$ cat config.mk
export PLATFORM = sky130hd
export DESIGN_NAME = wict_top
export DESIGN_NICKNAME = d
export VERILOG_FILES = /design/src/core/wict_top.v /design/src/core/wict_wake_filter.v
export VERILOG_INCLUDE_DIRS = /design/src /design/src/inc
export SDC_FILE = /design/constraint.sdc
export NUM_CORES = 1
export LEC_CHECK = 0
export ABC_AREA = 0
export BUFFER_PORTS_ARGS = -buffer_cell sky130_fd_sc_hd__clkbuf_2
export CAP_MARGIN = 25
export CELL_PAD_IN_SITES_DETAIL_PLACEMENT = 0
export CELL_PAD_IN_SITES_GLOBAL_PLACEMENT = 1
export CORE_MARGIN = 1
export CORE_UTILIZATION = 48
export DETAILED_ROUTE_END_ITERATION = 10
export PLACE_DENSITY_LB_ADDON = 0.1
export SLEW_MARGIN = 20
export SYNTH_ARGS = -nofsm -noshare
export SYNTH_HDL_FRONTEND = slang
export SYNTH_SLANG_ARGS = --single-unit
$ cat constraint.sdc
create_clock -name clk -period 4.6 [get_ports clk]
set_clock_uncertainty 0.1 [all_clocks]
set_input_delay 0.92 -clock clk [delete_from_list [all_inputs] [get_ports clk]]
set_output_delay 0.92 -clock clk [all_outputs]
set_load 0.01 [all_outputs]
$ cat src/inc/wict_defines.vh
// Constants for the wake input and cyclic timer configuration block
`ifndef WICT_DEFINES_VH
`define WICT_DEFINES_VH
`define WICT_ADDR_W 7
`define WICT_ADDR_PULL 7'h08
`define WICT_ADDR_FILT 7'h09
`define WICT_ADDR_TMR1 7'h0c
`define WICT_RST_VAL 8'h00
`define WICT_PULL_MASK 8'h3f
`define WICT_FILT_MASK 8'h3f
`define WICT_TMR_MASK 8'h77
`define WICT_ON_LSB 4
`define WICT_ON_MSB 6
`define WICT_PER_MSB 2
`define WICT_ON_LOW 3'h0
`define WICT_ON_HIGH 3'h6
`define WICT_FLT_STAT16 2'h0
`define WICT_FLT_STAT64 2'h1
`define WICT_FLT_CYC_T1 2'h2
`define WICT_FLT_CYC_T2 2'h3
`define WICT_CLK_MHZ 125
`define WICT_TICK_NS 100000
`define WICT_TICK_CYC ((`WICT_TICK_NS * `WICT_CLK_MHZ) / 1000)
`define WICT_FLT_SHORT_US 16
`define WICT_FLT_LONG_US 64
`define WICT_FLT_SHORT_CYC (`WICT_FLT_SHORT_US * `WICT_CLK_MHZ)
`define WICT_FLT_LONG_CYC (`WICT_FLT_LONG_US * `WICT_CLK_MHZ)
`endif

$ cat src/core/wict_top.v
// Wake input pull/filter configuration and cyclic timer one
// Overview of operation
// - Pull register top bits read zero
// - Third input pull in bits 5:4
// - Second input pull in bits 3:2
// - First input pull in bits 1:0
// - Filter register fields, top bits zero
// - Code 00: static, 16us filter
// - Code 01: static, 64us filter
// - Code 10: cyclic, sampled at timer one
// - Code 11: cyclic, sampled at timer two
// - On-time 000 stops timer, output low
// - On-time codes 0.1 to 20 ms
// - Code 110 stops timer, output high
// - Period codes 10 ms to 2 s
// - Timer starts once on-time written
// - Restart clear also clears timer fields when any input uses a cyclic filter code
// - Cyclic sense and wake run together
// - Registers clear on reset
// - Wake enable gates timer expiry wake
//
// Usage notes
// The host reaches the three registers through the serial decoder, one byte
// per write strobe; read data appear one clock after the address settles.
// Reserved bits are masked on the way in, so they always read back as zero.
// Soft reset is synchronous and level sensitive; it clears only the three
// configuration registers and leaves the filters and pin synchronisers running.
// Timer one counts in 0.1 ms ticks. The tick divider is held while the
// timer is stopped, so the first on-window after a start is a full tick
// long instead of a random fraction of one.
// Changing the on-time between two running codes keeps the current cycle;
// only the compare limit moves. A stop code ends the cycle at once.
// Reserved on-time code 111 behaves like a stop with the output low, and
// reserved period code 111 falls back to the shortest period, so a host
// error never leaves a switch stuck high.
// Cyclic filter codes need a timer assigned to a switch by the host; with
// no on-time end events the filtered level simply keeps its last value.
// The restart clear of timer one beats a host write in the same cycle, so a
// write racing the clear is lost and must be repeated after restart.
// Wake pulses are one clock long and come only while the wake enable is set;
// cyclic sensing and cyclic wake share the same on-time end event.
`timescale 1ns/10ps
`include "wict_defines.vh"
module wict_top #(
  parameter TICK_CYC = `WICT_TICK_CYC,
  parameter SHORT_CYC = `WICT_FLT_SHORT_CYC,
  parameter LONG_CYC = `WICT_FLT_LONG_CYC
) (
  // Clock and reset
  input wire clk,
  input wire nrst,
  // Register access from the serial interface decoder
  input wire [`WICT_ADDR_W-1:0] reg_addr,
  input wire reg_wr,
  input wire [7:0] reg_wdata,
  output reg [7:0] reg_rdata_reg,
  // Device state
  input wire soft_reset,
  input wire chip_restart_state,
  input wire high_side_clear,
  input wire timer_one_wake_enable,
  input wire cyclic_timer_two_on_end,
  // Wake pins
  input wire wake_input_first,
  input wire wake_input_second,
  input wire wake_input_third,
  // Outputs
  output reg [5:0] pull_select_reg,
  output reg [2:0] wake_level_reg,
  output reg timer_one_out_reg,
  output reg timer_one_wake_reg
);
  // Timer states: stopped with a static level, on-window, off remainder
  localparam ST_STOP = 2'h0;
  localparam ST_ON = 2'h1;
  localparam ST_OFF = 2'h2;

  // Configuration registers, stored with reserved bits forced low
  reg [7:0] wake_pull_config;
  reg [7:0] wake_filter_config;
  reg [7:0] cyclic_timer_one_control;
  // Pin synchronisers
  reg [2:0] pin_meta_reg;
  reg [2:0] pin_sync_reg;
  // Timer one state and time base
  reg [1:0] state_reg;
  reg [1:0] state_next;
  reg [15:0] tick_cnt_reg;
  reg [14:0] ms_cnt_reg;
  reg [14:0] ms_cnt_next;
  reg t1_on_end_reg;
  // Decoded fields and time-base strobe
  wire [2:0] filt_level;
  wire [2:0] on_code = cyclic_timer_one_control[`WICT_ON_MSB:`WICT_ON_LSB];
  wire [2:0] per_code = cyclic_timer_one_control[`WICT_PER_MSB:0];
  wire tick = (tick_cnt_reg == TICK_CYC[15:0] - 16'h0001);
  wire cyclic_active = wake_filter_config[1] | wake_filter_config[3] | wake_filter_config[5];

  // On-time in 0.1 ms ticks; 111 reserved, treated as stopped
  function [14:0] on_ticks;
    input [2:0] code;
    begin
      case (code)
        3'h1: on_ticks = 15'd1;
        3'h2: on_ticks = 15'd3;
        3'h3: on_ticks = 15'd10;
        3'h4: on_ticks = 15'd100;
        3'h5: on_ticks = 15'd200;
        default: on_ticks = 15'd0;
      endcase
    end
  endfunction

  // Period in 0.1 ms ticks; 111 reserved, falls back to 10 ms
  function [14:0] per_ticks;
    input [2:0] code;
    begin
      case (code)
        3'h1: per_ticks = 15'd200;
        3'h2: per_ticks = 15'd500;
        3'h3: per_ticks = 15'd1000;
        3'h4: per_ticks = 15'd2000;
        3'h5: per_ticks = 15'd10000;
        3'h6: per_ticks = 15'd20000;
        default: per_ticks = 15'd100;
      endcase
    end
  endfunction

  // True for on-time codes that run the timer
  function running_code;
    input [2:0] code;
    begin
      running_code = (code != `WICT_ON_LOW) && (code != `WICT_ON_HIGH) && (code != 3'h7);
    end
  endfunction

  // Register writes; reserved bits masked so they never store
  // Soft reset outranks every write in the same cycle
  always @(posedge clk or negedge nrst) begin
    if (!nrst) begin
      wake_pull_config <= `WICT_RST_VAL;
      wake_filter_config <= `WICT_RST_VAL;
      cyclic_timer_one_control <= `WICT_RST_VAL;
    end else if (soft_reset) begin
      wake_pull_config <= `WICT_RST_VAL;
      wake_filter_config <= `WICT_RST_VAL;
      cyclic_timer_one_control <= `WICT_RST_VAL;
    end else begin
      if (reg_wr && reg_addr == `WICT_ADDR_PULL) begin
        wake_pull_config <= reg_wdata & `WICT_PULL_MASK;
      end
      if (reg_wr && reg_addr == `WICT_ADDR_FILT) begin
        wake_filter_config <= reg_wdata & `WICT_FILT_MASK;
      end
      // Restart clear of switches with cyclic sense wipes timer too
      if (chip_restart_state && high_side_clear && cyclic_active) begin
        cyclic_timer_one_control <= `WICT_RST_VAL;
      end else if (reg_wr && reg_addr == `WICT_ADDR_TMR1) begin
        cyclic_timer_one_control <= reg_wdata & `WICT_TMR_MASK;
      end
    end
  end

  // Read mux, registered; unmapped addresses read zero
  // Reading has no side effects, so the address may be left parked
  always @(posedge clk or negedge nrst) begin
    if (!nrst) begin
      reg_rdata_reg <= 8'h00;
    end else begin
      case (reg_addr)
        `WICT_ADDR_PULL: reg_rdata_reg <= wake_pull_config;
        `WICT_ADDR_FILT: reg_rdata_reg <= wake_filter_config;
        `WICT_ADDR_TMR1: reg_rdata_reg <= cyclic_timer_one_control;
        default: reg_rdata_reg <= 8'h00;
      endcase
    end
  end

  // Two-stage synchroniser for the asynchronous wake pins
  // Only the second stage is read by the filters
  always @(posedge clk or negedge nrst) begin
    if (!nrst) begin
      pin_meta_reg <= 3'h0;
      pin_sync_reg <= 3'h0;
    end else begin
      pin_meta_reg <= {wake_input_third, wake_input_second, wake_input_first};
      pin_sync_reg <= pin_meta_reg;
    end
  end

  // 0.1 ms time base; held while stopped so the first on-window is a full tick
  // A tick ends each 0.1 ms; periods stay aligned because ticks run while running
  always @(posedge clk or negedge nrst) begin
    if (!nrst) begin
      tick_cnt_reg <= 16'h0000;
    end else if (tick || state_reg == ST_STOP) begin
      tick_cnt_reg <= 16'h0000;
    end else begin
      tick_cnt_reg <= tick_cnt_reg + 16'h0001;
    end
  end

  // Timer state machine
  always @* begin
    state_next = state_reg;
    ms_cnt_next = ms_cnt_reg;
    case (state_reg)
      // Stopped: counter cleared, waits for a running code
      ST_STOP: begin
        ms_cnt_next = 15'd0;
        if (running_code(on_code)) begin
          state_next = ST_ON;
        end
      end
      // On-window: counts ticks up to the selected on-time
      ST_ON: begin
        if (!running_code(on_code)) begin
          state_next = ST_STOP;
        end else if (tick) begin
          ms_cnt_next = ms_cnt_reg + 15'd1;
          if (ms_cnt_reg + 15'd1 >= on_ticks(on_code)) begin
            state_next = ST_OFF;
          end
        end
      end
      // Off remainder: same counter runs on to the full period
      ST_OFF: begin
        if (!running_code(on_code)) begin
          state_next = ST_STOP;
        end else if (tick) begin
          ms_cnt_next = ms_cnt_reg + 15'd1;
          if (ms_cnt_reg + 15'd1 >= per_ticks(per_code)) begin
            state_next = ST_ON;
            ms_cnt_next = 15'd0;
          end
        end
      end
      default: begin
        state_next = ST_STOP;
        ms_cnt_next = 15'd0;
      end
    endcase
  end

  // Timer registers and outputs
  always @(posedge clk or negedge nrst) begin
    if (!nrst) begin
      state_reg <= ST_STOP;
      ms_cnt_reg <= 15'd0;
      t1_on_end_reg <= 1'b0;
      timer_one_out_reg <= 1'b0;
      timer_one_wake_reg <= 1'b0;
    end else begin
      state_reg <= state_next;
      ms_cnt_reg <= ms_cnt_next;
      // On-time end strobe feeds the cyclic filters a cycle later
      t1_on_end_reg <= (state_reg == ST_ON) && (state_next == ST_OFF);
      // Stopped codes set a static level for the assigned switches
      if (state_next == ST_STOP) begin
        timer_one_out_reg <= (on_code == `WICT_ON_HIGH);
      end else begin
        timer_one_out_reg <= (state_next == ST_ON);
      end
      // Wake pulse per expiry, independent of cyclic sensing use
      timer_one_wake_reg <= timer_one_wake_enable && (state_reg == ST_ON) &&
        (state_next == ST_OFF);
    end
  end

  // Pull selections and filtered wake levels go out registered
  // Registering adds one cycle of latency to pull and level outputs
  always @(posedge clk or negedge nrst) begin
    if (!nrst) begin
      pull_select_reg <= 6'h00;
      wake_level_reg <= 3'h0;
    end else begin
      pull_select_reg <= wake_pull_config[5:0];
      wake_level_reg <= filt_level;
    end
  end

  // One filter per wake input; host keeps timers assigned for cyclic codes
  // The filters share the on-time end strobes; timer two lives elsewhere
  genvar gi;
  generate
    for (gi = 0; gi < 3; gi = gi + 1) begin : g_filt
      wict_wake_filter #(
        .SHORT_CYC(SHORT_CYC),
        .LONG_CYC(LONG_CYC)
      ) u_filt (
        .clk(clk),
        .nrst(nrst),
        .mode(wake_filter_config[2*gi+1:2*gi]),
        .pin_sync(pin_sync_reg[gi]),
        .t1_on_end(t1_on_end_reg),
        .t2_on_end(cyclic_timer_two_on_end),
        .level_reg(filt_level[gi])
      );
    end
  endgenerate
endmodule // wict_top

$ cat src/core/wict_wake_filter.v
// Wake input filter: static stability filter or sampled at on-time end
`timescale 1ns/10ps
`include "wict_defines.vh"
module wict_wake_filter #(
  parameter SHORT_CYC = `WICT_FLT_SHORT_CYC,
  parameter LONG_CYC = `WICT_FLT_LONG_CYC
) (
  // Clock and reset
  input wire clk,
  input wire nrst,
  // Configuration and events
  input wire [1:0] mode,
  input wire pin_sync,
  input wire t1_on_end,
  input wire t2_on_end,
  // Result
  output reg level_reg
);
  reg [13:0] cnt_reg;
  reg samp_reg;
  wire cyclic = mode[1];
  wire [13:0] limit = (mode == `WICT_FLT_STAT64) ? LONG_CYC[13:0] : SHORT_CYC[13:0];
  wire sample_end = (mode == `WICT_FLT_CYC_T1) ? t1_on_end : t2_on_end;

  // Static: accept after stable for limit; cyclic: 16us window ends at on-time end
  always @(posedge clk or negedge nrst) begin
    if (!nrst) begin
      cnt_reg <= 14'h0000;
      samp_reg <= 1'b0;
      level_reg <= 1'b0;
    end else if (!cyclic) begin
      if (pin_sync == level_reg) begin
        cnt_reg <= 14'h0000;
      end else if (cnt_reg >= limit - 14'h0001) begin
        level_reg <= pin_sync;
        cnt_reg <= 14'h0000;
      end else begin
        cnt_reg <= cnt_reg + 14'h0001;
      end
    end else begin
      // Stability tracked continuously, so last 16us before on-time end counts
      if (pin_sync != samp_reg) begin
        samp_reg <= pin_sync;
        cnt_reg <= 14'h0000;
      end else if (cnt_reg < SHORT_CYC[13:0]) begin
        cnt_reg <= cnt_reg + 14'h0001;
      end
      if (sample_end && cnt_reg >= SHORT_CYC[13:0] - 14'h0001) begin
        level_reg <= samp_reg;
      end
    end
  end
endmodule // wict_wake_filter

==> out/qor.yml <==
cts_setup_buffers: 0
combPwrFrac_pct: 4.1
ys_ff_latch: 124
setup_viol: 0
slew_violations: 0
grt_pass1_wl_microns: 25200
cts.path.max_buffers: 2
root_buffer: "clkbuf_16"
final.min_clock_period_ns: 3.80
gr-total-overflow: 0
area_growth_pct: 14.1
arrival_ns: 4.02
yosys_warnings: 0
ctsHoldBuffers: 0
synth_cell_types: 59
num_vias: 5193
intPower_mw: 1.98
ant_nets: 0
grt_pass1_vias: 5162
fp.dieArea_sq_mm: 0.0150
largest_register_ffs: 42
first_iter_violations: 243
clkLatencyLatePin_ns: 0.42
cts_made_buffers: 17
io_buffers: 42
grt_max_degree: 66
fp.coreArea_sq_mm: 0.0140
post_cts_resize_count: 0
rsz0062_at_grt: "false"
antenna_cells: 0
worst_ir_drop_vdd_uv: 243
async_flop_share_pct: 100
drive_above_1_share_pct: 11.9
rows: 43
leakage_nw: 3.79
worstPathRequired_ns: 4.82
die_y_microns: 123
fin_area_sq_mm: 0.00797
hpwl_microns: 10600
place_area_sq_mm: 0.00738
crit_fanout: 7
worst_slew_pin_slew_ns: 0.991
synthesis.nets: 792
clkSinkCount: 124
nets: 837
gp_congestion: 0.834
clk_pin_slew_worst_paths_ns: 0.06
synth.yosys.seq_area_share_pct: 44.4
die_x_microns: 123
io_pins: 45
start_util_pct: 49.8
power_mw: 2.58
switchingPower_mw: 0.596
hold_violations: 0
synth-edff-count: 0
worst_hold_slack_ns: 0.249
drt_wl_total_microns: 14800
viasPerCell: 5.43
timing.final.crit_share_pct: 82.6
r2r.worst_path.cells: 13
clkPwrFrac_pct: 52.0
drc_errors: 0
end_kind: "flop"
hp-class: "reg -> reg"
critPathKind: "reg -> reg"
status: "finished clean"
syn_area_sq_mm: 0.00699
synth_cells: 718
grt_usage_pct: 21.8
antenna_found_initial: 0
htree_levels: 4
min_path_cells: 0
slew_headroom_pct: 33.7
fmax_mhz: 263
tritoncts: "done"
setup_tns_ns: 0
drt-pass1-iter-count: 4
yosys_most_used_dff: "dfrtp_1"
swShare_pct: 23.1
cap_violations: 0
cp-start-kind: "flop"
wl_per_cell_microns: 15.5
avgSynthCellArea_sq_um: 9.73
pwr_density_cell_mw_per_mm2: 323
post-route-util_pct: 56.7
pwr-share-seq_pct: 43.9
## final timing paths
check	start	endpoint	slack, ns
worst min register to register	pin_meta_reg[0]	pin_sync_reg[0]	0.25
worst max-delay path	ms_cnt_reg[0]	ms_cnt_reg[5]	0.80
max in group asynchronous	nrst	ms_cnt_reg[12]	2.88
min in group asynchronous	nrst	g_filt[2].u_filt.cnt_reg[6]	0.51
worst max register to register	ms_cnt_reg[0]	ms_cnt_reg[5]	0.80
worst min-delay path	pin_meta_reg[0]	pin_sync_reg[0]	0.25
## cell usage after synthesis (3+ instances only)
cell	n	area, sq um
a21oi_1	26	130
nor2b_1	9	56.3
nand2b_1	9	56.3
o211ai_1	3	22.5
a41o_1	3	30.0
nor4_1	4	25.0
xor2_1	39	342
nor3_1	20	100
mux2i_1	29	290
ha_1	48	601
dfrtp_1	124	3100
or3_1	6	37.5
nand2_1	49	184
and3_1	16	100
and4_1	3	26.3
a211oi_1	4	30.0
a22o_1	10	87.6
inv_1	21	78.8
and2_1	5	31.3
xnor2_1	28	245
clkbuf_1	17	63.8
buf_2	3	15.0
o21ai_0	19	95.1
nand3_1	39	195
nor2_1	107	402
a21o_1	12	90.1
a31oi_1	7	43.8
nand4_1	16	100
o31ai_1	4	30.0
## cell usage in the layout, fill, tap and decap left out, types with 3 or more instances in the layout
cell type / n
and4_1: 3
a41o_1: 3
inv_6: 3
and2_1: 5
nand3_1: 39
inv_1: 21
clkbuf_2: 41
nand4_1: 16
a31oi_1: 7
o31ai_1: 4
mux2i_1: 29
nand2b_1: 9
nor2b_1: 9
o211ai_1: 3
o21ai_0: 19
buf_4: 6
dfrtp_1: 124
a21oi_1: 26
nor4_1: 4
a21o_1: 12
nor3_1: 20
and3_1: 16
xnor2_1: 28
xor2_1: 39
nor2_1: 107
clkinvlp_4: 3
nand2_1: 49
clkbuf_16: 17
a22o_1: 10
ha_1: 48
or3_1: 6
a211oi_1: 4
## per-stage QoR
| stage | cells | worst slack [ns] |
|---|---|---|
| finish | 956 | 0.802 |
| global route | 956 | 0.585 |
| CTS | 956 | 0.806 |
| detailed placement | 924 | 0.888 |
| global placement | 924 | 0.925 |
| floorplan | 718 | 1.40 |
## area by class of cell
type | count | area, sq um
Fill cell | 1230 | 6070
Inverter | 21 | 78.8
Sequential cell | 124 | 3100
Timing Repair Buffer | 47 | 250
Multi-Input combinational cell | 552 | 3720
Tap cell | 180 | 225
Clock inverter | 12 | 136
Clock buffer | 20 | 457
## worst max-delay path: stages, from the launching register on
cell and delay (ns):
dfrtp_1 0.46, ha_1 0.34, nand4_2 0.23, nor2_1 0.17, xor2_1 0.30, ha_1 0.31
a21o_1 0.18, a21oi_1 0.19, o21bai_1 0.09, o311ai_1 0.37, a31oi_1 0.18, or2_2 0.38
or3_1 0.32, o21ai_0 0.10
## routing by layer
layer	routed length, microns	vias to the layer above	global-route usage [%]
met1	7370	2482	29.8
met3	607	10	5.95
met2	6730	82	34.0
met5	0	-	0
li1	-	2619	-
met4	126	0	5.95
## power groups by stage
stage / logic, mW / clock network (mW) / registers (mW)
after CTS: 0.109 / 1.37 / 1.13
after global placement: 0.105 / 0 / 1.15
final: 0.107 / 1.34 / 1.13
after floorplan: 0.0557 / 0 / 1.15
after global routing: 0.123 / 1.43 / 1.13
after detailed placement: 0.109 / 0 / 1.15
## logic make-up after synthesis
group | after synthesis | synth area share (%)
flip-flops | 124 | 44.4
multiplexers | 31 | 4.48
AO/OA/AOI/OAI | 107 | 10.6
buffers and inverters | 42 | 2.36
other | 1 | 0.0537
adder cells (fa/ha/maj) | 48 | 8.60
AND/OR/NAND/NOR | 297 | 20.9
XOR/XNOR | 68 | 8.63
Power figures use the tool's default switching activity.
